**src/logic/single_op_defs.svh**
```systemverilog
// Constants for the single-operand instruction execution block
`ifndef SINGLE_OP_DEFS_SVH
`define SINGLE_OP_DEFS_SVH

// ****************************************************************
// Opcodes
// ****************************************************************
`define OPC_DEC_R 8'h00
`define OPC_DEC_IR 8'h01
`define OPC_INC_R 8'h20
`define OPC_INC_IR 8'h21
`define OPC_COM_R 8'h60
`define OPC_COM_IR 8'h61
`define OPC_IDLE 8'h6F
`define OPC_IRQ_OFF 8'h8F
`define OPC_IRQ_ON 8'h9F
`define OPC_CP_RR 8'hA2
`define OPC_CP_RIR 8'hA3
`define OPC_CP_FULL 8'hA4
`define OPC_CP_FULL_IND 8'hA5
`define OPC_CP_LIT 8'hA6
`define OPC_CLR_R 8'hB0
`define OPC_CLR_IR 8'hB1
`define OPC_INC_WORK_LO 4'hE

// ****************************************************************
// Register offsets and fields
// ****************************************************************
`define REG_FLAGS 8'hD5
`define REG_STATUS 8'hDE
`define REG_SYSMODE 8'hDF
`define SYSMODE_IEN_BIT 2
`define STAT_SLEEP_BIT 0
`define STAT_BUSY_BIT 1
`define FLAG_C 7
`define FLAG_Z 6
`define FLAG_S 5
`define FLAG_V 4
`define FLAG_D 3
`define FLAG_H 2

// ****************************************************************
// Reset values and cycle counts
// ****************************************************************
`define FLAGS_RST 8'h00
`define IEN_RST 1'b0
`define CYC_SHORT 3'h4
`define CYC_LONG 3'h6

`endif

```
**src/logic/single_op_pkg.sv**
```systemverilog
// Types shared by the single-operand instruction execution block
package single_op_pkg;

  typedef enum logic [3:0] {
    ST_OPC = 4'b0000,
    ST_B1 = 4'b0001,
    ST_B2 = 4'b0010,
    ST_SPTR = 4'b0011,
    ST_SRC = 4'b0100,
    ST_DPTR = 4'b0101,
    ST_DST = 4'b0110,
    ST_PAD = 4'b0111,
    ST_SLEEP = 4'b1000
  } seq_state_t;

  typedef enum logic [2:0] {
    ALU_NONE = 3'b000,
    ALU_CLR = 3'b001,
    ALU_COM = 3'b010,
    ALU_CP = 3'b011,
    ALU_DEC = 3'b100,
    ALU_INC = 3'b101
  } alu_op_t;

  typedef enum logic [1:0] {
    SYS_NONE = 2'b00,
    SYS_IRQ_OFF = 2'b01,
    SYS_IRQ_ON = 2'b10,
    SYS_IDLE = 2'b11
  } sys_op_t;

  typedef struct packed {
    logic [7:0] addr;
    logic [7:0] wdata;
    logic wr;
    logic rd;
  } bus_req_t;

  typedef struct packed {
    logic [7:0] addr;
    logic rd;
    logic wr;
    logic [7:0] wdata;
  } rf_req_t;

  typedef struct packed {
    seq_state_t st;
    alu_op_t op;
    sys_op_t sys;
    logic [2:0] len;
    logic [2:0] cyc;
    logic two_b;
    logic dst_ind;
    logic src_ind;
    logic pair_form;
    logic src_first;
    logic [7:0] dst_addr;
    logic [7:0] src_addr;
    logic [7:0] src_val;
    logic [7:0] flags;
    logic ien;
    logic [7:0] rdata;
  } core_t;

endpackage

```
**src/logic/single_op_alu.sv**
```systemverilog
// Result and flag computation for the single-operand instructions
`timescale 1ns/100ps
`include "single_op_defs.svh"

module single_op_alu (
  input wire single_op_pkg::alu_op_t op_i,
  input wire logic [7:0] dst_i,
  input wire logic [7:0] src_i,
  input wire logic [7:0] flags_i,
  output logic [7:0] res_o,
  output logic [7:0] flags_o,
  output logic wr_o
);

  logic [8:0] diff;

  always_comb begin
    diff = {1'b0, dst_i} - {1'b0, src_i};
    res_o = dst_i;
    flags_o = flags_i;
    wr_o = 1'b1;
    case (op_i)
      single_op_pkg::ALU_CLR: begin
        res_o = 8'h00;
      end
      single_op_pkg::ALU_COM: begin
        res_o = ~dst_i;
        flags_o[`FLAG_V] = 1'b0;
      end
      single_op_pkg::ALU_DEC: begin
        res_o = dst_i - 8'h01;
        flags_o[`FLAG_V] = (dst_i == 8'h80);
      end
      single_op_pkg::ALU_INC: begin
        res_o = dst_i + 8'h01;
        flags_o[`FLAG_V] = (dst_i == 8'h7F);
      end
      single_op_pkg::ALU_CP: begin
        res_o = diff[7:0];
        wr_o = 1'b0;
        flags_o[`FLAG_C] = diff[8];
        flags_o[`FLAG_V] = (dst_i[7] != src_i[7]) && (diff[7] == src_i[7]);
      end
      default: begin
        wr_o = 1'b0;
      end
    endcase
    if (op_i != single_op_pkg::ALU_CLR && op_i != single_op_pkg::ALU_NONE)
    begin
      flags_o[`FLAG_Z] = (res_o == 8'h00);
      flags_o[`FLAG_S] = res_o[7];
    end
  end

endmodule

```
**src/logic/single_op_core.sv**
```systemverilog
// Decode and execution of the single-operand instruction group
//
// Chosen here: the register offsets and the strobed register port.
`timescale 1ns/100ps
`include "single_op_defs.svh"

module single_op_core (
  input wire logic clk_i,
  input wire logic rstn_i,
  input wire single_op_pkg::bus_req_t bus_i,
  output logic [7:0] bus_rdata_o,
  input wire logic [7:0] code_byte_i,
  output logic code_take_o,
  input wire logic [7:0] wreg_base_i,
  output single_op_pkg::rf_req_t rf_o,
  input wire logic [7:0] rf_rdata_i,
  input wire logic irq_pend_i,
  output logic irq_take_o,
  output logic cpu_clk_en_o,
  output logic [7:0] flags_o,
  output logic ien_o,
  output logic unknown_op_o
);

  // ****************************************************************
  // State and datapath
  // ****************************************************************
  single_op_pkg::core_t core_reg;
  single_op_pkg::core_t core_next;
  logic [7:0] alu_res;
  logic [7:0] alu_flags;
  logic alu_wr;
  logic [7:0] sm_view;
  logic [7:0] stat_view;
  logic fin;

  single_op_alu u_alu (
    .op_i(core_reg.op),
    .dst_i(rf_rdata_i),
    .src_i(core_reg.src_val),
    .flags_i(core_reg.flags),
    .res_o(alu_res),
    .flags_o(alu_flags),
    .wr_o(alu_wr)
  );

  assign fin = (core_reg.cyc == core_reg.len - 3'h1);
  assign flags_o = core_reg.flags;
  assign ien_o = core_reg.ien;
  assign bus_rdata_o = core_reg.rdata;
  assign cpu_clk_en_o = (core_reg.st != single_op_pkg::ST_SLEEP);

  // ****************************************************************
  // Next-state logic
  // ****************************************************************
  always_comb begin
    core_next = core_reg;
    core_next.cyc = core_reg.cyc + 3'h1;
    rf_o = '0;
    code_take_o = 1'b0;
    irq_take_o = 1'b0;
    unknown_op_o = 1'b0;
    sm_view = 8'h00;
    sm_view[`SYSMODE_IEN_BIT] = core_reg.ien;
    stat_view = 8'h00;
    stat_view[`STAT_SLEEP_BIT] = !cpu_clk_en_o;
    stat_view[`STAT_BUSY_BIT] = (core_reg.st != single_op_pkg::ST_OPC);
    if (bus_i.rd) begin
      case (bus_i.addr)
        `REG_FLAGS: core_next.rdata = core_reg.flags;
        `REG_SYSMODE: core_next.rdata = sm_view;
        `REG_STATUS: core_next.rdata = stat_view;
        default: core_next.rdata = 8'h00;
      endcase
    end
    if (bus_i.wr) begin
      case (bus_i.addr)
        `REG_FLAGS: core_next.flags = bus_i.wdata;
        `REG_SYSMODE: core_next.ien = bus_i.wdata[`SYSMODE_IEN_BIT];
        default: ;
      endcase
    end
    case (core_reg.st)
      single_op_pkg::ST_OPC: begin
        core_next.cyc = 3'h0;
        if (core_reg.ien && irq_pend_i) begin
          irq_take_o = 1'b1;
          core_next.ien = 1'b0;
        end else begin
          code_take_o = 1'b1;
          core_next.cyc = 3'h1;
          core_next.op = single_op_pkg::ALU_NONE;
          core_next.sys = single_op_pkg::SYS_NONE;
          core_next.len = `CYC_SHORT;
          core_next.two_b = 1'b0;
          core_next.dst_ind = 1'b0;
          core_next.src_ind = 1'b0;
          core_next.pair_form = 1'b0;
          core_next.src_first = 1'b0;
          core_next.st = single_op_pkg::ST_B1;
          if (code_byte_i[3:0] == `OPC_INC_WORK_LO) begin
            core_next.op = single_op_pkg::ALU_INC;
            core_next.dst_addr = {wreg_base_i[7:4], code_byte_i[7:4]};
            core_next.st = single_op_pkg::ST_DST;
          end else begin
            case (code_byte_i)
              `OPC_CLR_R, `OPC_CLR_IR: begin
                core_next.op = single_op_pkg::ALU_CLR;
                core_next.dst_ind = code_byte_i[0];
              end
              `OPC_COM_R, `OPC_COM_IR: begin
                core_next.op = single_op_pkg::ALU_COM;
                core_next.dst_ind = code_byte_i[0];
              end
              `OPC_DEC_R, `OPC_DEC_IR: begin
                core_next.op = single_op_pkg::ALU_DEC;
                core_next.dst_ind = code_byte_i[0];
              end
              `OPC_INC_R, `OPC_INC_IR: begin
                core_next.op = single_op_pkg::ALU_INC;
                core_next.dst_ind = code_byte_i[0];
              end
              `OPC_CP_RR, `OPC_CP_RIR: begin
                core_next.op = single_op_pkg::ALU_CP;
                core_next.pair_form = 1'b1;
                core_next.src_ind = code_byte_i[0];
                core_next.len = code_byte_i[0] ? `CYC_LONG : `CYC_SHORT;
              end
              `OPC_CP_FULL, `OPC_CP_FULL_IND: begin
                core_next.op = single_op_pkg::ALU_CP;
                core_next.two_b = 1'b1;
                core_next.src_first = 1'b1;
                core_next.src_ind = code_byte_i[0];
                core_next.len = `CYC_LONG;
              end
              `OPC_CP_LIT: begin
                core_next.op = single_op_pkg::ALU_CP;
                core_next.two_b = 1'b1;
                core_next.len = `CYC_LONG;
              end
              `OPC_IRQ_OFF: begin
                core_next.sys = single_op_pkg::SYS_IRQ_OFF;
                core_next.ien = 1'b0;
                core_next.st = single_op_pkg::ST_PAD;
              end
              `OPC_IRQ_ON: begin
                core_next.sys = single_op_pkg::SYS_IRQ_ON;
                core_next.ien = 1'b1;
                core_next.st = single_op_pkg::ST_PAD;
              end
              `OPC_IDLE: begin
                core_next.sys = single_op_pkg::SYS_IDLE;
                core_next.st = single_op_pkg::ST_PAD;
              end
              default: begin
                // Foreign opcode: one byte consumed, 4 cycles in all (fetch plus 3 idle)
                unknown_op_o = 1'b1;
                core_next.st = single_op_pkg::ST_PAD;
              end
            endcase
          end
        end
      end
      single_op_pkg::ST_B1: begin
        code_take_o = 1'b1;
        if (core_reg.pair_form) begin
          core_next.dst_addr = {wreg_base_i[7:4], code_byte_i[7:4]};
          core_next.src_addr = {wreg_base_i[7:4], code_byte_i[3:0]};
          core_next.st = core_reg.src_ind ? single_op_pkg::ST_SPTR
                                          : single_op_pkg::ST_SRC;
        end else if (core_reg.src_first) begin
          core_next.src_addr = code_byte_i;
          core_next.st = single_op_pkg::ST_B2;
        end else begin
          core_next.dst_addr = code_byte_i;
          if (core_reg.two_b) begin
            core_next.st = single_op_pkg::ST_B2;
          end else if (core_reg.dst_ind) begin
            core_next.st = single_op_pkg::ST_DPTR;
          end else begin
            core_next.st = single_op_pkg::ST_DST;
          end
        end
      end
      single_op_pkg::ST_B2: begin
        code_take_o = 1'b1;
        if (core_reg.src_first) begin
          core_next.dst_addr = code_byte_i;
          core_next.st = core_reg.src_ind ? single_op_pkg::ST_SPTR
                                          : single_op_pkg::ST_SRC;
        end else begin
          core_next.src_val = code_byte_i;
          core_next.st = single_op_pkg::ST_DST;
        end
      end
      single_op_pkg::ST_SPTR: begin
        rf_o.rd = 1'b1;
        rf_o.addr = core_reg.src_addr;
        core_next.src_addr = rf_rdata_i;
        core_next.st = single_op_pkg::ST_SRC;
      end
      single_op_pkg::ST_SRC: begin
        rf_o.rd = 1'b1;
        rf_o.addr = core_reg.src_addr;
        core_next.src_val = rf_rdata_i;
        core_next.st = single_op_pkg::ST_DST;
      end
      single_op_pkg::ST_DPTR: begin
        rf_o.rd = 1'b1;
        rf_o.addr = core_reg.dst_addr;
        core_next.dst_addr = rf_rdata_i;
        core_next.st = single_op_pkg::ST_DST;
      end
      single_op_pkg::ST_DST: begin
        rf_o.addr = core_reg.dst_addr;
        rf_o.rd = (core_reg.op != single_op_pkg::ALU_CLR);
        rf_o.wr = alu_wr;
        rf_o.wdata = alu_res;
        core_next.flags = alu_flags;
        if (fin) begin
          core_next.cyc = 3'h0;
          core_next.st = single_op_pkg::ST_OPC;
        end else begin
          core_next.st = single_op_pkg::ST_PAD;
        end
      end
      single_op_pkg::ST_PAD: begin
        if (fin) begin
          core_next.cyc = 3'h0;
          core_next.st = (core_reg.sys == single_op_pkg::SYS_IDLE)
                         ? single_op_pkg::ST_SLEEP : single_op_pkg::ST_OPC;
        end
      end
      single_op_pkg::ST_SLEEP: begin
        core_next.cyc = 3'h0;
        if (irq_pend_i) begin
          core_next.st = single_op_pkg::ST_OPC;
        end
      end
      default: begin
        core_next.st = single_op_pkg::ST_OPC;
      end
    endcase
  end

  always_ff @(posedge clk_i or negedge rstn_i) begin
    if (!rstn_i) begin
      core_reg <= '0;
      core_reg.st <= single_op_pkg::ST_OPC;
      core_reg.len <= `CYC_SHORT;
      core_reg.flags <= `FLAGS_RST;
      core_reg.ien <= `IEN_RST;
    end else begin
      core_reg <= core_next;
    end
  end

  // ****************************************************************
  // Assertions
  // ****************************************************************
  property p_clr_timing;
    @(posedge clk_i) disable iff (!rstn_i)
    (code_take_o && core_reg.st == single_op_pkg::ST_OPC &&
     code_byte_i == `OPC_CLR_R) |=>
    (core_reg.st != single_op_pkg::ST_OPC)[*3]
    ##1 (core_reg.st == single_op_pkg::ST_OPC);
  endproperty
  a_clr_timing: assert property (p_clr_timing)
    else $error("clear did not take 4 cycles");

  property p_clr_write;
    @(posedge clk_i) disable iff (!rstn_i)
    (core_reg.st == single_op_pkg::ST_DST &&
     core_reg.op == single_op_pkg::ALU_CLR) |->
    (rf_o.wr && rf_o.wdata == 8'h00) ##1 $stable(flags_o);
  endproperty
  a_clr_write: assert property (p_clr_write)
    else $error("clear wrote nonzero or changed flags");

  property p_ind_target;
    @(posedge clk_i) disable iff (!rstn_i)
    (core_reg.st == single_op_pkg::ST_DPTR) |=>
    (core_reg.st == single_op_pkg::ST_DST && rf_o.addr == $past(rf_rdata_i));
  endproperty
  a_ind_target: assert property (p_ind_target)
    else $error("indirect write missed the pointed register");

  property p_com_flags;
    @(posedge clk_i) disable iff (!rstn_i)
    (core_reg.st == single_op_pkg::ST_DST &&
     core_reg.op == single_op_pkg::ALU_COM) |->
    (rf_o.wdata == ~rf_rdata_i) ##1
    (!flags_o[`FLAG_V] && flags_o[`FLAG_S] == $past(rf_o.wdata[7]));
  endproperty
  a_com_flags: assert property (p_com_flags)
    else $error("complement result or flags wrong");

  property p_cp_long;
    @(posedge clk_i) disable iff (!rstn_i)
    (code_take_o && core_reg.st == single_op_pkg::ST_OPC &&
     code_byte_i == `OPC_CP_FULL_IND) |->
    ##6 (core_reg.st == single_op_pkg::ST_OPC);
  endproperty
  a_cp_long: assert property (p_cp_long)
    else $error("compare did not take 6 cycles");

  property p_cp_carry;
    @(posedge clk_i) disable iff (!rstn_i)
    (core_reg.st == single_op_pkg::ST_DST &&
     core_reg.op == single_op_pkg::ALU_CP) |->
    !rf_o.wr ##1
    (flags_o[`FLAG_C] == ($past(core_reg.src_val) > $past(rf_rdata_i)));
  endproperty
  a_cp_carry: assert property (p_cp_carry)
    else $error("compare carry wrong or operand written");

  property p_dec_ovf;
    @(posedge clk_i) disable iff (!rstn_i)
    (core_reg.st == single_op_pkg::ST_DST &&
     core_reg.op == single_op_pkg::ALU_DEC) |=>
    (flags_o[`FLAG_V] == ($past(rf_rdata_i) == 8'h80));
  endproperty
  a_dec_ovf: assert property (p_dec_ovf)
    else $error("decrement overflow wrong");

  property p_inc_ovf;
    @(posedge clk_i) disable iff (!rstn_i)
    (core_reg.st == single_op_pkg::ST_DST &&
     core_reg.op == single_op_pkg::ALU_INC) |=>
    (flags_o[`FLAG_V] == ($past(rf_rdata_i) == 8'h7F));
  endproperty
  a_inc_ovf: assert property (p_inc_ovf)
    else $error("increment overflow wrong");

  property p_irq_blocked;
    @(posedge clk_i) disable iff (!rstn_i)
    (core_reg.st == single_op_pkg::ST_OPC && !ien_o) |->
    (code_take_o && !irq_take_o);
  endproperty
  a_irq_blocked: assert property (p_irq_blocked)
    else $error("interrupt taken while disabled");

  property p_irq_on;
    @(posedge clk_i) disable iff (!rstn_i)
    (code_take_o && core_reg.st == single_op_pkg::ST_OPC &&
     code_byte_i == `OPC_IRQ_ON) |=> ien_o [*3] ##1
    (!irq_pend_i || irq_take_o);
  endproperty
  a_irq_on: assert property (p_irq_on)
    else $error("pending request not serviced after enable");

  property p_idle_wake;
    @(posedge clk_i) disable iff (!rstn_i)
    (core_reg.st == single_op_pkg::ST_SLEEP) |=>
    (cpu_clk_en_o == $past(irq_pend_i));
  endproperty
  a_idle_wake: assert property (p_idle_wake)
    else $error("idle exit wrong");

endmodule

```
**config.mk**
```make
export PLATFORM = sky130hd
export DESIGN_NAME = single_op_core
export DESIGN_NICKNAME = d
export VERILOG_FILES = /design/src/logic/single_op_pkg.sv /design/src/logic/single_op_alu.sv /design/src/logic/single_op_core.sv
export VERILOG_INCLUDE_DIRS = /design/src /design/src/logic
export SDC_FILE = /design/constraint.sdc
export NUM_CORES = 1
export LEC_CHECK = 0
export ABC_AREA = 1
export BUFFER_PORTS_ARGS = -buffer_cell sky130_fd_sc_hd__buf_2
export CAP_MARGIN = 20
export CORE_UTILIZATION = 52
export DETAILED_ROUTE_END_ITERATION = 10
export PLACE_DENSITY = 0.75
export RECOVER_POWER = 50
export SLEW_MARGIN = 40
export SYNTH_ARGS = -nofsm -noshare
export SYNTH_HDL_FRONTEND = slang
export SYNTH_SLANG_ARGS = --single-unit
```
**constraint.sdc**
```tcl
create_clock -name clk_i -period 8.5 [get_ports clk_i]
set_input_delay 2.55 -clock clk_i [delete_from_list [all_inputs] [get_ports clk_i]]
set_output_delay 2.55 -clock clk_i [all_outputs]
set_load 0.01 [all_outputs]
```
After elaboration in Yosys (flattened, before gate mapping) --
Cells that the tools add are included. Widths: inputs -> output; s select.
Operators by class: add/subtract/negate cells 5, equal/unequal tests 51, multiplexer cells 58, bitwise logic cells 3, reductions and logical operators 40
Operator list (count):
- $eq 8x8->1 const B | 13
- $mux 8 | 5
- $pmux 8 s5 | 1
- $eq 8x7->1 const B | 4
- $pmux 4 s8 | 1
- $pmux 8 s2 | 2
- $pmux 8 s4 | 1
- $mux 28 | 1
- $pmux 9 s3 | 1
- $mux 4 | 6
- $pmux 8 s3 | 1
- $reduce_or 2->1 | 10
- $mux 1 | 18
- $mux 9 | 2
- $eq 4x3->1 const B | 4
- $eq 8x6->1 const B | 2
- $logic_not 8->1 | 2
- $mux 16 | 1
- $reduce_or 16->1 | 1
- $mux 3 | 5
- $pmux 3 s5 | 1
- $reduce_and 3->1 | 5
- $reduce_or 13->1 | 1
- $ne 2x2->1 const B | 6
- other kinds (43) | 63
Storage, ports and cells: register bits 61, bits of input ports 45, output and inout port bits 39, logic and storage cells 176

Longest topological paths before layout --
Gate-level depths: netlist (run 1).
depth after elaboration 7, gate-level depth with buffers 16, depth with buffers taken out 15

By module --
From an unflattened synthesis (run 1), not the netlist that was laid out.
Unflattened totals: cell total of the unflattened synthesis 807, area, all modules 5104.9 um^2
Modules (own cells, without submodules):
- single_op_core | times used 1, cells an instance 577, area an instance 3862.5 um^2, sequential area each 1476.4 um^2
- single_op_alu | times used 1, cells an instance 230, area an instance 1242.4 um^2, sequential area each 0.0 um^2

Least setup slack after synthesis (run 1) --
No wires, ideal clock.
path type input -> output, start point in rf_rdata_i[0], end point out rf_o[6] (netlist bit), arrival 3913 ps, required time 5950 ps, slack 2037 ps, cell stages on the path 12, buffers on the path 0, cells stage by stage inv_1 > ha_1 > fa_1 > inv_1 > nand3_1 > nand2_1 > nand2_1 > nand3_1 > nand3_1 > nand3_1 > nand2_1 > nor2_1
RTL lines:
- start, declared | line single_op_core.sv:16 | input wire logic [7:0] rf_rdata_i,
- end, declared | line single_op_core.sv:15 | output single_op_pkg::rf_req_t rf_o,

==> results.md, run 1 <==
- Failing checks: max-capacitance violations, max-slew violations
- Standby leakage power: 0.00282 uW
- Clk root buf: sky130_fd_sc_hd__clkbuf_8
- CTS hold repair buffers: 0
- Run status: finished, violations left
- Area of the mapped netlist: 4730 um2
- Number of clock buffers inserted by TritonCTS: 9
- PostCTS Resize Cnt: 0
- Worst hold path type: flop to flop
- Worst setup startpoint: rf_rdata_i[0]
- Number of cells on the worst reg-to-reg path: 14
- Achievable Freq: 136 MHz
- Antenna-violating nets left: 0
- Inserted Diodes: 0
- Setup bufs post-CTS: 0
- Port bufs: 79
- Final slew viol count: 60
- GP Congestion: 0.953
- Count of filler cells inserted in the layout: 859
- Worst-Margin Slew: 3.17 ns
- Worst rel slew slack: -111%
- Total congestion overflow: 0
- Number of flip-flops under the largest register name: 42
- Area of combinational cells with multiple inputs: 2550 um2
- Total power density per cell area: 327 nW/um2
- Data arrival at the endpoint of the critical path: 4.78 ns
- Post-placement cell count: 861
- DRT Pass-1 Iters: 7
- All-layer global routing usage: 29.1%
- Type of origin of the critical path: input port
- Core ar.: 8760 um2
- Placed cell area: 5080 um2
- Post-layout minimum cycle time: 7.33 ns
- Critical path peak fanout: 6
- Count of synthesis-stage warnings from yosys: 0
- Number of design rule violations left after detail routing: 0
- Final std cell area, no fill: 5250 um2
- Worst IR drop on VDD: 0.158 mV
- WL final: 13,300 um
- Die W: 97.4 um
- Initial Util: 54.0%
- Layout overhead on the synthesized area: 11.0%
- Number of synthesized register bits: 59
- Number of H-tree levels: 3
- Final Hold Fails: 0
- Initial antenna violation count: 0
- Via count: 4,902
- Layout net count: 829
- Clock latency of the later-clocked register in the worst-skew pair: 0.34 ns
- I/O pin cnt: 84
- Site Rows: 34
- Setup TNS: 0 ns
- Average size of a mapped cell: 6.76 um2
- Final Power: 1710 uW
- R2R Path Start: core_reg[55]$_DFFE_PN0P_
- Critical hold path startpoint: bus_rdata_o[4]$_DFFE_PN0P_
- Fraction of final layout cells with drive strength greater than 1: 15.9%
- Maximum clock insertion buffer count: 2
- Final clock period utilization by the worst path: 86.2%
- Unrepaired setup endpoints after global routing: no
- Largest net degree at the start of global routing: 60
- Final Instance Count excl. Fillers: 877
- Max-cap violations: 1
- Clock tree from TritonCTS: built
- Detailed router's first-iteration violation count: 424
- Seq. cell area: 1480 um2
- Wire length of the first global-routing pass: 22,200 um
- Kind of critical path: input port to primary output
- Endpoint of the worst-slack reg-to-reg timing path: flags_o[6]$_DFFE_PN0P_
- Via-per-instance ratio: 5.59
- Final setup violation count: 0
- Clock-pin slew reported for the worst setup and hold paths after clock tree synthesis: 0.06 ns
- Average routed wire per standard cell: 15.2 um
- Clock sink total: 59
- Instance count of the mapped netlist: 699
- Setup slack, reg-to-reg: 5.89 ns
- Vias in the first global route: 4,730
- Sequential share of the synthesized area: 31.2%
- Die H: 97.4 um
- Endpoint required time on the critical path: 5.95 ns
- Worst clock skew: 0.00903 ns
- Die area: 9480 um2
- Endpoint of the most critical setup path: rf_o[6]
- Number of unique standard cell types used by synthesis: 40
- Mapped Nets: 764
- Detailed placement HPWL: 10,300 um
- Element type at the critical path end: primary output
==> stage by stage <==
step           util (%)  hold slack (ns)  worst slack (ns)
2_1_floorplan         -            0.450              2.04
3_3_place_gp       58.0            0.458              1.51
3_5_place_dp       58.0            0.464              1.46
4_1_cts            60.1            0.481              1.45
5_1_grt            59.9            0.497              1.03
6_report           59.9            0.477              1.17
==> cells in the mapped netlist, drive strengths merged <==
master	number	share of area [%]
nand2	174	14
inv	133	11
nor2	62	6.1
o21ai	60	6.5
dfrtp	59	31
nand3	56	6.5
a21oi	27	2.9
buf	25	4.0
ha	18	4.8
o211ai	18	2.9
o22ai	17	2.2
nand4	16	2.1
o31ai	7	1.1
nor3	5	0.64
a31oi	3	0.40
clkbuf	3	0.24
nand3b	3	0.74
a22oi	2	0.32
fa	2	0.85
o221ai	2	0.37
xnor2	2	0.37
a32oi	1	0.19
nor4	1	0.13
o2111ai	1	0.19
o22a	1	0.19
o2bb2ai	1	0.19
==> worst min-delay path by stage <==
stage                                             to  slack [ns]  cells after the start
after global placement    bus_rdata_o[3]$_DFFE_PN0P_        0.46                      2
after global routing      bus_rdata_o[0]$_DFFE_PN0P_        0.50                      2
after CTS                 bus_rdata_o[4]$_DFFE_PN0P_        0.48                      2
after detailed placement  bus_rdata_o[4]$_DFFE_PN0P_        0.46                      2
after floorplan             core_reg[52]$_DFFE_PN0P_        0.45                      2
final                     bus_rdata_o[4]$_DFFE_PN0P_        0.48                      2
==> cell type report <==
cell class	count	share of cell area, %
Clock buffer	11	2.50
Clock inverter	5	1.03
Multi-Input combinational cell	479	48.7
Tap cell	108	2.58
Inverter	133	9.52
Timing Repair Buffer	82	7.58
Sequential cell	59	28.1
==> metal layers <==
metal  global-route usage [%]  part of all wire, %  up-vias
met2                     49.2                   48      212
met1                     39.0                   43     2262
met3                     3.96                  7.5       23
met4                     8.26                  1.6        0
li1                         -                    -     2405
met5                        0                    0        -
==> cells by family (layout without fill, tap and decap cells) <==
kind of cell,Yosys count,in the layout,share of synthesized area (%)
compound gates,140,140,17.4
xor+xnor,2,2,0.371
fa+ha+maj,20,20,5.61
buf+inv,161,231,14.8
flops,59,59,31.2
simple gates,317,317,30.6
==> critical path, stage by stage <==
cell                       delay, ns
sky130_fd_sc_hd__clkbuf_1       0.35
sky130_fd_sc_hd__inv_1          0.26
sky130_fd_sc_hd__ha_1           0.29
sky130_fd_sc_hd__fa_1           0.40
sky130_fd_sc_hd__inv_1          0.09
sky130_fd_sc_hd__nand3_1        0.09
sky130_fd_sc_hd__nand2_1        0.10
sky130_fd_sc_hd__nand2_1        0.08
sky130_fd_sc_hd__nand3_1        0.07
sky130_fd_sc_hd__nand3_1        0.08
sky130_fd_sc_hd__nand3_1        0.11
sky130_fd_sc_hd__nand2_1        0.07
sky130_fd_sc_hd__nor2_1         0.09
sky130_fd_sc_hd__buf_2          0.14
==> power by group <==
group          internal [uW]  leakage, uW  switching [uW]  total [uW]
sequential               373     0.000751            52.9         426
clock                    135    0.0000971             114         248
combinational            352      0.00198             689        1040
==> layout by cell type (no fill, tap or decap), types with 2 or more instances in the layout <==
cell / netlist / layout
sky130_fd_sc_hd__nor3_1: 4 / 4
sky130_fd_sc_hd__buf_4: 18 / 2
sky130_fd_sc_hd__a21oi_1: 27 / 27
sky130_fd_sc_hd__inv_1: 118 / 118
sky130_fd_sc_hd__a22oi_1: 2 / 2
sky130_fd_sc_hd__o221ai_1: 2 / 2
sky130_fd_sc_hd__nand3_2: 3 / 3
sky130_fd_sc_hd__nand2_4: 2 / 2
sky130_fd_sc_hd__o211ai_1: 18 / 18
sky130_fd_sc_hd__clkbuf_8: 0 / 9
sky130_fd_sc_hd__o21ai_0: 50 / 50
sky130_fd_sc_hd__nor2_4: 3 / 3
sky130_fd_sc_hd__buf_2: 4 / 66
sky130_fd_sc_hd__inv_2: 15 / 15
sky130_fd_sc_hd__nand2_2: 5 / 5
sky130_fd_sc_hd__clkbuf_1: 3 / 16
sky130_fd_sc_hd__nand3b_1: 2 / 2
sky130_fd_sc_hd__nand3_1: 52 / 52
sky130_fd_sc_hd__nor2_2: 6 / 6
sky130_fd_sc_hd__o22ai_1: 17 / 17
sky130_fd_sc_hd__o21ai_1: 8 / 8
sky130_fd_sc_hd__o21ai_2: 2 / 2
sky130_fd_sc_hd__xnor2_1: 2 / 2
sky130_fd_sc_hd__dfrtp_1: 59 / 59
sky130_fd_sc_hd__nand2_1: 167 / 167
sky130_fd_sc_hd__clkinv_2: 0 / 3
sky130_fd_sc_hd__nor2_1: 52 / 52
sky130_fd_sc_hd__ha_1: 18 / 18
sky130_fd_sc_hd__a31oi_1: 3 / 3
sky130_fd_sc_hd__fa_1: 2 / 2
sky130_fd_sc_hd__nand4_1: 16 / 16
sky130_fd_sc_hd__o31ai_1: 7 / 7
(Power assumes the default switching activity.)
==> run 2, diff against run 1 <==
--- a/config.mk
+++ b/config.mk
@@ -9,11 +9,12 @@
 export ABC_AREA = 1
 export BUFFER_PORTS_ARGS = -buffer_cell sky130_fd_sc_hd__buf_2
 export CAP_MARGIN = 20
-export CORE_UTILIZATION = 52
+export CORE_UTILIZATION = 50
 export DETAILED_ROUTE_END_ITERATION = 10
-export PLACE_DENSITY = 0.75
+export PLACE_DENSITY = 0.72
 export RECOVER_POWER = 50
 export SLEW_MARGIN = 40
 export SYNTH_ARGS = -nofsm -noshare
 export SYNTH_HDL_FRONTEND = slang
+export SYNTH_HIERARCHICAL = 1
 export SYNTH_SLANG_ARGS = --single-unit
==> results.md, run 2 <==
- Run status: finished, violations left
- Failing checks: max-capacitance violations, max-slew violations
- I/O pin cnt: 84 (unchanged)
- Most frequent cell after synthesis: sky130_fd_sc_hd__nand2_1
- Achievable Freq: 140 MHz (+2.5%)
- Element type at the critical path end: primary output
- Layout overhead on the synthesized area: 9.78%
- Average size of a mapped cell: 6.33 um2 (-6.5%)
- Number of synthesized register bits: 59 (unchanged)
- Port bufs: 79 (unchanged)
- Worst IR drop on VDD: 0.130 mV (-18%)
- Met2 WL post-DR: 6500 um (+2.4%)
- Instance count of the mapped netlist: 807 (+15%)
- Type of origin of the critical path: input port
- Count of synthesis-stage warnings from yosys: 6 (+6)
- Main flop type after synthesis: sky130_fd_sc_hd__dfrtp_1
- Largest cells by area after synthesis: sky130_fd_sc_hd__dfrtp_1 29%, sky130_fd_sc_hd__nand2_1 17%, sky130_fd_sc_hd__nand3_1 9.7%, sky130_fd_sc_hd__inv_1 7.2%, sky130_fd_sc_hd__nor2_1 6.0%
- Clock tree from TritonCTS: built
- Standby leakage power: 0.00314 uW (+11%)
- Via count: 5,395 (+10%)
- Die W: 103 um (+5.8%)
- Number of clock buffers inserted by TritonCTS: 9 (unchanged)
- Maximum clock insertion buffer count: 2 (unchanged)
- Average routed wire per standard cell: 13.8 um (-9.0%)
- Inserted Diodes: 0 (unchanged)
- Sequential share of the synthesized area: 28.9% (-2.3 points)
- Antenna-violating nets left: 0 (unchanged)
- Top routing layer in use: met4
- Endpoint required time on the critical path: 5.95 ns (about the same)
- Site Rows: 36 (+5.9%)
- All-layer global routing usage: 27.4% (-1.7 points)
- Number of design rule violations left after detail routing: 0 (unchanged)
- Wire length of the first global-routing pass: 22,600 um (+1.6%)
- Worst-Margin Slew: 3.18 ns (+0.00823 ns)
- Critical path peak fanout: 7 (+1)
- Final Hold Fails: 0 (unchanged)
- Setup TNS: 0 ns (unchanged)
- Worst hold margin: 0.481 ns (+0.00407 ns)
- Vias in the first global route: 4,949 (+4.6%)
- Number of unique standard cell types used by synthesis: 43 (+7.5%)
- Detail Route met3 WL: 815 um (-19%)
- Clock-pin slew reported for the worst setup and hold paths after clock tree synthesis: 0.08 ns (+0.02 ns)
- Detailed router's first-iteration violation count: 309 (-27%)
- Share of async-settable or async-resettable flops after synthesis: 100% (unchanged)
- Fraction of final layout cells with drive strength greater than 1: 14.7% (-1.2 points)
- Clock latency of the later-clocked register in the worst-skew pair: 0.35 ns (about the same)
- CTS hold repair buffers: 0 (unchanged)
- Mapped Nets: 873 (+14%)
- R2R Path Start: core_reg[56]$_DFFE_PN0P_
- Via-per-instance ratio: 5.43 (-2.8%)
- Initial antenna violation count: 0 (unchanged)
- Final clock period utilization by the worst path: 84.1% (-2.1 points)
- Area of combinational cells with multiple inputs: 2960 um2 (+16%)
- Layout net count: 921 (+11%)
- Largest net degree at the start of global routing: 60 (unchanged)
- Met1 Routed Length: 6050 um (+4.9%)
- Unrepaired setup endpoints after global routing: no
- Area of the mapped netlist: 5100 um2 (+8.0%)
- Core ar.: 9820 um2 (+12%)
- Number of flip-flops under the largest register name: 42 (unchanged)
- Worst setup startpoint: rf_rdata_i[0]
- Biggest area consumer among synthesized cells: sky130_fd_sc_hd__dfrtp_1
- Clock sink total: 59 (unchanged)
- GP Congestion: 0.983 (+3.2%)
- Max-cap violations: 1 (unchanged)
- Seq. cell area: 1480 um2 (unchanged)
- Number of H-tree levels: 3 (unchanged)
- Clk root buf: sky130_fd_sc_hd__clkbuf_8
- Data arrival at the endpoint of the critical path: 4.60 ns (-0.18 ns)
- Initial Util: 52.0% (-2.0 points)
- Post-synth top area share: 28.9% (-2.3 points)
- Worst rel slew slack: -112% (-0.55 points)
- WL final: 13,700 um (+3.0%)
- Worst hold path type: flop to flop
- Setup bufs post-CTS: 0 (unchanged)
- Post-layout minimum cycle time: 7.15 ns (-0.179 ns)
- Critical hold path startpoint: bus_rdata_o[0]$_DFFE_PN0P_
- Detailed placement HPWL: 10,600 um (+3.0%)
- Count of filler cells inserted in the layout: 1,018 (+19%)
- Post-synth EDFFs: 0 (unchanged)
- Worst clock skew: 0.0141 ns (+0.00505 ns)
- Total congestion overflow: 0 (unchanged)
- Final core utilization: 57.1% (-2.8 points)
- Kind of critical path: input port to primary output
- Final slew viol count: 60 (unchanged)
- Most frequent standard cell in the layout excluding fill and tap cells: sky130_fd_sc_hd__nand2_1
- Most frequent cells in the layout: 234 x sky130_fd_sc_hd__nand2_1, 99 x sky130_fd_sc_hd__inv_1, 99 x sky130_fd_sc_hd__nand3_1, 82 x sky130_fd_sc_hd__nor2_1, 68 x sky130_fd_sc_hd__buf_2
- Post-synth top cells: 234 x sky130_fd_sc_hd__nand2_1, 99 x sky130_fd_sc_hd__nand3_1, 98 x sky130_fd_sc_hd__inv_1
- PostCTS Resize Cnt: 0 (unchanged)
- Final setup violation count: 0 (unchanged)
- Total power density per cell area: 324 nW/um2 (-0.96%)
- DRT Pass-1 Iters: 5 (-2)
- Die H: 103 um (+5.8%)
- Die area: 10,600 um2 (+12%)
## run 2: cell types whose count changed after synthesis, moves of 7 or more
cell,previous run,this run
sky130_fd_sc_hd__o22ai_1,17,2
sky130_fd_sc_hd__nor3_1,4,11
sky130_fd_sc_hd__buf_2,4,15
sky130_fd_sc_hd__nor2_1,52,82
sky130_fd_sc_hd__o211ai_1,18,3
sky130_fd_sc_hd__nand2_1,167,234
sky130_fd_sc_hd__nand3_1,52,99
sky130_fd_sc_hd__nand2_2,5,14
sky130_fd_sc_hd__inv_1,118,98
sky130_fd_sc_hd__a21oi_1,27,17
## run 2: per-stage QoR
| step | worst slack (ns) | instance area, um2 | instances | power, uW |
|---|---|---|---|---|
| detailed placement | 1.47 | 5420 | 977 | 1540 |
| global placement | 1.55 | 5420 | 977 | 1510 |
| CTS | 1.46 | 5620 | 993 | 1810 |
| floorplan | 1.97 | 5100 | 807 | 1290 |
| global route | 1.11 | 5600 | 993 | 2000 |
| finish | 1.35 | 5600 | 993 | 1810 |
## run 2: layer usage
| metal | GRT usage (%) | vias up |
|---|---|---|
| met1 | 35.3 | 2500 |
| met2 | 44.9 | 194 |
| li1 | - | 2669 |
| met3 | 4.27 | 32 |
| met5 | 0 | - |
| met4 | 13.1 | 0 |
## run 2: report_power, final
group	total (uW)	switching (uW)	internal, uW
Sequential	454	75.7	378
Clock	265	121	143
Combinational	1100	722	374
## run 2: cell families after synthesis
| logic type | count (synthesis) | share of synthesized area [%] |
|---|---|---|
| adders and majority gates | 21 | 5.44 |
| AOI/OAI and AO/OA | 97 | 10.5 |
| DFF | 59 | 28.9 |
| xor gates and xnor gates | 3 | 0.515 |
| buffers and inverters | 152 | 13.1 |
| and+or+nand+nor | 475 | 41.5 |
## run 2: cell type report
type / count / area share, %
Clock inverter: 6 / 1.16
Tap cell: 133 / 2.97
Sequential cell: 59 / 26.3
Clock buffer: 10 / 2.46
Inverter: 109 / 7.35
Multi-Input combinational cell: 596 / 52.8
Timing Repair Buffer: 80 / 6.88
## run 2: critical path, stage by stage
cell and delay (ns):
sky130_fd_sc_hd__clkbuf_1 0.21, sky130_fd_sc_hd__inv_1 0.23, sky130_fd_sc_hd__ha_1 0.18, sky130_fd_sc_hd__inv_1 0.07, sky130_fd_sc_hd__fa_1 0.41, sky130_fd_sc_hd__nand3_1 0.11, sky130_fd_sc_hd__nand2_1 0.09, sky130_fd_sc_hd__nand2_1 0.09
sky130_fd_sc_hd__nand2_1 0.07, sky130_fd_sc_hd__nand2_1 0.08, sky130_fd_sc_hd__nand3_1 0.10, sky130_fd_sc_hd__nand4_1 0.12, sky130_fd_sc_hd__inv_1 0.05, sky130_fd_sc_hd__nor2_1 0.09, sky130_fd_sc_hd__buf_2 0.15
## run 2: path summary, 6_finish.rpt
check / to / slack [ns] / cells past startpoint
max in group asynchronous: core_reg[41]$_DFFE_PN0P_ / 3.36 / 2
min in group asynchronous: core_reg[39]$_DFFE_PN0P_ / 3.33 / 2
setup reg to reg: flags_o[6]$_DFFE_PN0P_ / 5.71 / 16
hold / removal: bus_rdata_o[0]$_DFFE_PN0P_ / 0.48 / 2
hold reg to reg: bus_rdata_o[0]$_DFFE_PN0P_ / 0.48 / 2
setup / recovery: rf_o[6] / 1.35 / 15
==> run 3, diff against run 2 <==
--- a/config.mk
+++ b/config.mk
@@ -11,7 +11,7 @@
 export CAP_MARGIN = 20
 export CORE_UTILIZATION = 50
 export DETAILED_ROUTE_END_ITERATION = 10
-export PLACE_DENSITY = 0.72
+export PLACE_DENSITY = 0.75
 export RECOVER_POWER = 50
 export SLEW_MARGIN = 40
 export SYNTH_ARGS = -nofsm -noshare
==> constraint.sdc (replaced) <==
create_clock -name clk_i -period 6.1 [get_ports clk_i]
set_input_delay 1.83 -clock clk_i [delete_from_list [all_inputs] [get_ports clk_i]]
set_output_delay 1.83 -clock clk_i [all_outputs]
set_load 0.01 [all_outputs]
==> results.md, run 3 (synthesis results as in run 2) <==
- Switching Power: 1260 uW (+38%)
- Clock-pin slew reported for the worst setup and hold paths after clock tree synthesis: 0.08 ns (about the same)
- Worst-Margin Slew: 3.17 ns (-0.0107 ns)
- DRT Pass-1 Iters: 5 (unchanged)
- Antenna-violating nets left: 0 (unchanged)
- Failing checks: max-capacitance violations, max-slew violations
- Worst hold endpoint: bus_rdata_o[2]$_DFFE_PN0P_
- Kind of critical path: input port to primary output
- Clock tree from TritonCTS: built
- Post-layout minimum cycle time: 5.51 ns
- Number of flip-flops under the largest register name: 42 (unchanged)
- Layout overhead on the synthesized area: 10.6%
- Data arrival at the endpoint of the critical path: 3.68 ns (-0.92 ns)
- Worst IR drop on VDD: 0.168 mV (+29%)
- Final Instance Count excl. Fillers: 993 (unchanged)
- Setup bufs post-CTS: 0 (unchanged)
- Number of cells on the worst reg-to-reg path: 5 (-11)
- Total power density per cell area: 459 nW/um2 (+42%)
- Post-placement cell count: 977 (unchanged)
- Maximum clock insertion buffer count: 2 (unchanged)
- Standby leakage power: 0.00319 uW (+1.5%)
- Run status: finished, violations left
- PostCTS Resize Cnt: 0 (unchanged)
- Critical hold path startpoint: bus_rdata_o[2]$_DFFE_PN0P_
- Element type at the critical path end: primary output
- Inserted Diodes: 0 (unchanged)
- Initial antenna violation count: 0 (unchanged)
- Most frequent standard cell in the layout excluding fill and tap cells: sky130_fd_sc_hd__nand2_1
- Part of the power in registers: 24.3% (-0.7 points)
- Fraction of final layout cells with drive strength greater than 1: 15.2% (+0.58 points)
- GP Congestion: 0.918 (-6.7%)
- Site Rows: 36 (unchanged)
- Largest net degree at the start of global routing: 60 (unchanged)
- Comb pwr share: 58.3% (-2.1 points)
- Setup slack, reg-to-reg: 2.37 ns (-3.34 ns)
- Die area: 10,600 um2 (unchanged)
- Critical path peak fanout: 7 (unchanged)
- Via-per-instance ratio: 5.29 (-2.7%)
- Number of instances on the worst hold path: 2 (unchanged)
- Clock latency of the later-clocked register in the worst-skew pair: 0.34 ns (about the same)
- WL final: 13,300 um (-3.0%)
- Endpoint of the worst-slack reg-to-reg timing path: core_reg[31]$_DFFE_PN0P_
- Detailed router's first-iteration violation count: 305 (-1.3%)
- Final core utilization: 57.5% (+0.43 points)
- Clock power share: 17.5% (+2.9 points)
- Layout net count: 921 (unchanged)
- Port bufs: 79 (unchanged)
- Final Hold Fails: 0 (unchanged)
- All-layer global routing usage: 27.1% (-0.30 points)
- Final slew viol count: 77 (+28%)
- R2R Path Start: core_reg[60]$_DFFE_PN0P_
- Clock sink total: 59 (unchanged)
- CTS hold repair buffers: 0 (unchanged)
- Type of origin of the critical path: input port
- Number of clock buffers inserted by TritonCTS: 9 (unchanged)
- Detailed placement HPWL: 9970 um (-5.7%)
- Via count: 5,252 (-2.7%)
- Endpoint required time on the critical path: 4.27 ns (-1.68 ns)
- Core ar.: 9820 um2 (unchanged)
- Vias in the first global route: 4,726 (-4.5%)
- Worst hold path type: flop to flop
- Number of H-tree levels: 3 (unchanged)
- Worst clock skew: 0.0159 ns (+0.00183 ns)
- Final setup violation count: 0 (unchanged)
- Setup TNS: 0 ns (unchanged)
- Number of design rule violations left after detail routing: 0 (unchanged)
- Final clock period utilization by the worst path: 90.4%
- I/O pin cnt: 84 (unchanged)
- Total congestion overflow: 0 (unchanged)
- Die W: 103 um (unchanged)
- Clk root buf: sky130_fd_sc_hd__clkbuf_8
- Wire length of the first global-routing pass: 22,200 um (-1.6%)
- Achievable Freq: 181 MHz
- Final Power: 2590 uW (+43%)
- Count of filler cells inserted in the layout: 1,002 (-1.6%)
- Initial Util: 52.0% (unchanged)
- Worst rel slew slack: -111% (+0.71 points)
- Design internal power: 1330 uW (+48%)
- Unrepaired setup endpoints after global routing: no
- Net switching fraction of the power: 48.8% (-1.9 points)
- Average routed wire per standard cell: 13.4 um (-3.0%)
- Max-cap violations: 2 (+1)
- Die H: 103 um (unchanged)
- Most frequent cells in the layout: 236 x sky130_fd_sc_hd__nand2_1, 99 x sky130_fd_sc_hd__inv_1, 99 x sky130_fd_sc_hd__nand3_1, 83 x sky130_fd_sc_hd__nor2_1, 77 x sky130_fd_sc_hd__buf_2
[run 3: cell types whose count changed in the layout (fill, tap and decap cells not counted)]
| cell | previous run | this run |
|---|---|---|
| sky130_fd_sc_hd__clkbuf_1 | 12 | 3 |
| sky130_fd_sc_hd__nor2_4 | 4 | 3 |
| sky130_fd_sc_hd__bufinv_16 | 1 | 3 |
| sky130_fd_sc_hd__o21ai_2 | 2 | 1 |
| sky130_fd_sc_hd__nand2_1 | 234 | 236 |
| sky130_fd_sc_hd__o21ai_0 | 47 | 48 |
| sky130_fd_sc_hd__buf_2 | 68 | 77 |
| sky130_fd_sc_hd__clkinvlp_4 | 1 | 0 |
| sky130_fd_sc_hd__nand2_2 | 14 | 12 |
| sky130_fd_sc_hd__nor2_1 | 82 | 83 |
| sky130_fd_sc_hd__clkinv_2 | 2 | 1 |
[run 3: worst max path at each step]
| stage | start | endpoint | slack (ns) | depth (start not counted) |
|---|---|---|---|---|
| finish | rf_rdata_i[0] | rf_o[6] | 0.59 | 15 |
| global route | rf_rdata_i[0] | rf_o[6] | 0.33 | 15 |
| CTS | rf_rdata_i[0] | rf_o[6] | 0.57 | 15 |
| detailed placement | rf_rdata_i[0] | rf_o[6] | 0.58 | 15 |
| global placement | rf_rdata_i[0] | rf_o[6] | 0.58 | 15 |
| floorplan | rf_rdata_i[0] | rf_o[6] | 1.01 | 13 |
[run 3: final cells by class]
| cell class | instances | area (um2) | area share [%] |
|---|---|---|---|
| Clock buffer | 10 | 138 | 2.44 |
| Clock inverter | 6 | 113 | 1.99 |
| Inverter | 109 | 412 | 7.29 |
| Multi-Input combinational cell | 596 | 2950 | 52.2 |
| Sequential cell | 59 | 1480 | 26.1 |
| Tap cell | 133 | 166 | 2.95 |
| Timing Repair Buffer | 80 | 397 | 7.02 |
[run 3: metal layers]
| layer | track usage [%] | wire length [um] | vias up |
|---|---|---|---|
| met1 | 35.8 | 6050 | 2405 |
| met3 | 3.93 | 691 | 27 |
| met4 | 10.6 | 274 | 0 |
| li1 | - | - | 2662 |
| met5 | 0 | 0 | - |
| met2 | 44.7 | 6310 | 158 |
[run 3: power groups by stage]
stage | clock network, uW | logic (uW) | registers [uW]
2_1_floorplan | 0 | 1200 | 607
3_3_place_gp | 0 | 1480 | 631
3_5_place_dp | 0 | 1500 | 635
4_1_cts | 458 | 1520 | 629
5_1_grt | 477 | 1740 | 646
6_report | 453 | 1510 | 629
[run 3: through the flow]
step	hold slack, ns	instance area [um2]	setup WS [ns]
after floorplan	0.443	5100	1.01
after global placement	0.463	5420	0.578
after detailed placement	0.459	5420	0.581
after CTS	0.481	5670	0.574
after global routing	0.505	5650	0.333
final	0.477	5650	0.586
[run 3: worst max-delay path: stages]
cell                      delay (ns)
sky130_fd_sc_hd__buf_2          0.16
sky130_fd_sc_hd__inv_1          0.16
sky130_fd_sc_hd__ha_1           0.17
sky130_fd_sc_hd__inv_1          0.07
sky130_fd_sc_hd__fa_1           0.41
sky130_fd_sc_hd__nand3_1        0.11
sky130_fd_sc_hd__nand2_1        0.08
sky130_fd_sc_hd__nand2_1        0.09
sky130_fd_sc_hd__nand2_1        0.05
sky130_fd_sc_hd__nand2_1        0.07
sky130_fd_sc_hd__nand3_1        0.09
sky130_fd_sc_hd__nand4_1        0.11
sky130_fd_sc_hd__inv_1          0.05
sky130_fd_sc_hd__nor2_1         0.08
sky130_fd_sc_hd__buf_2          0.15
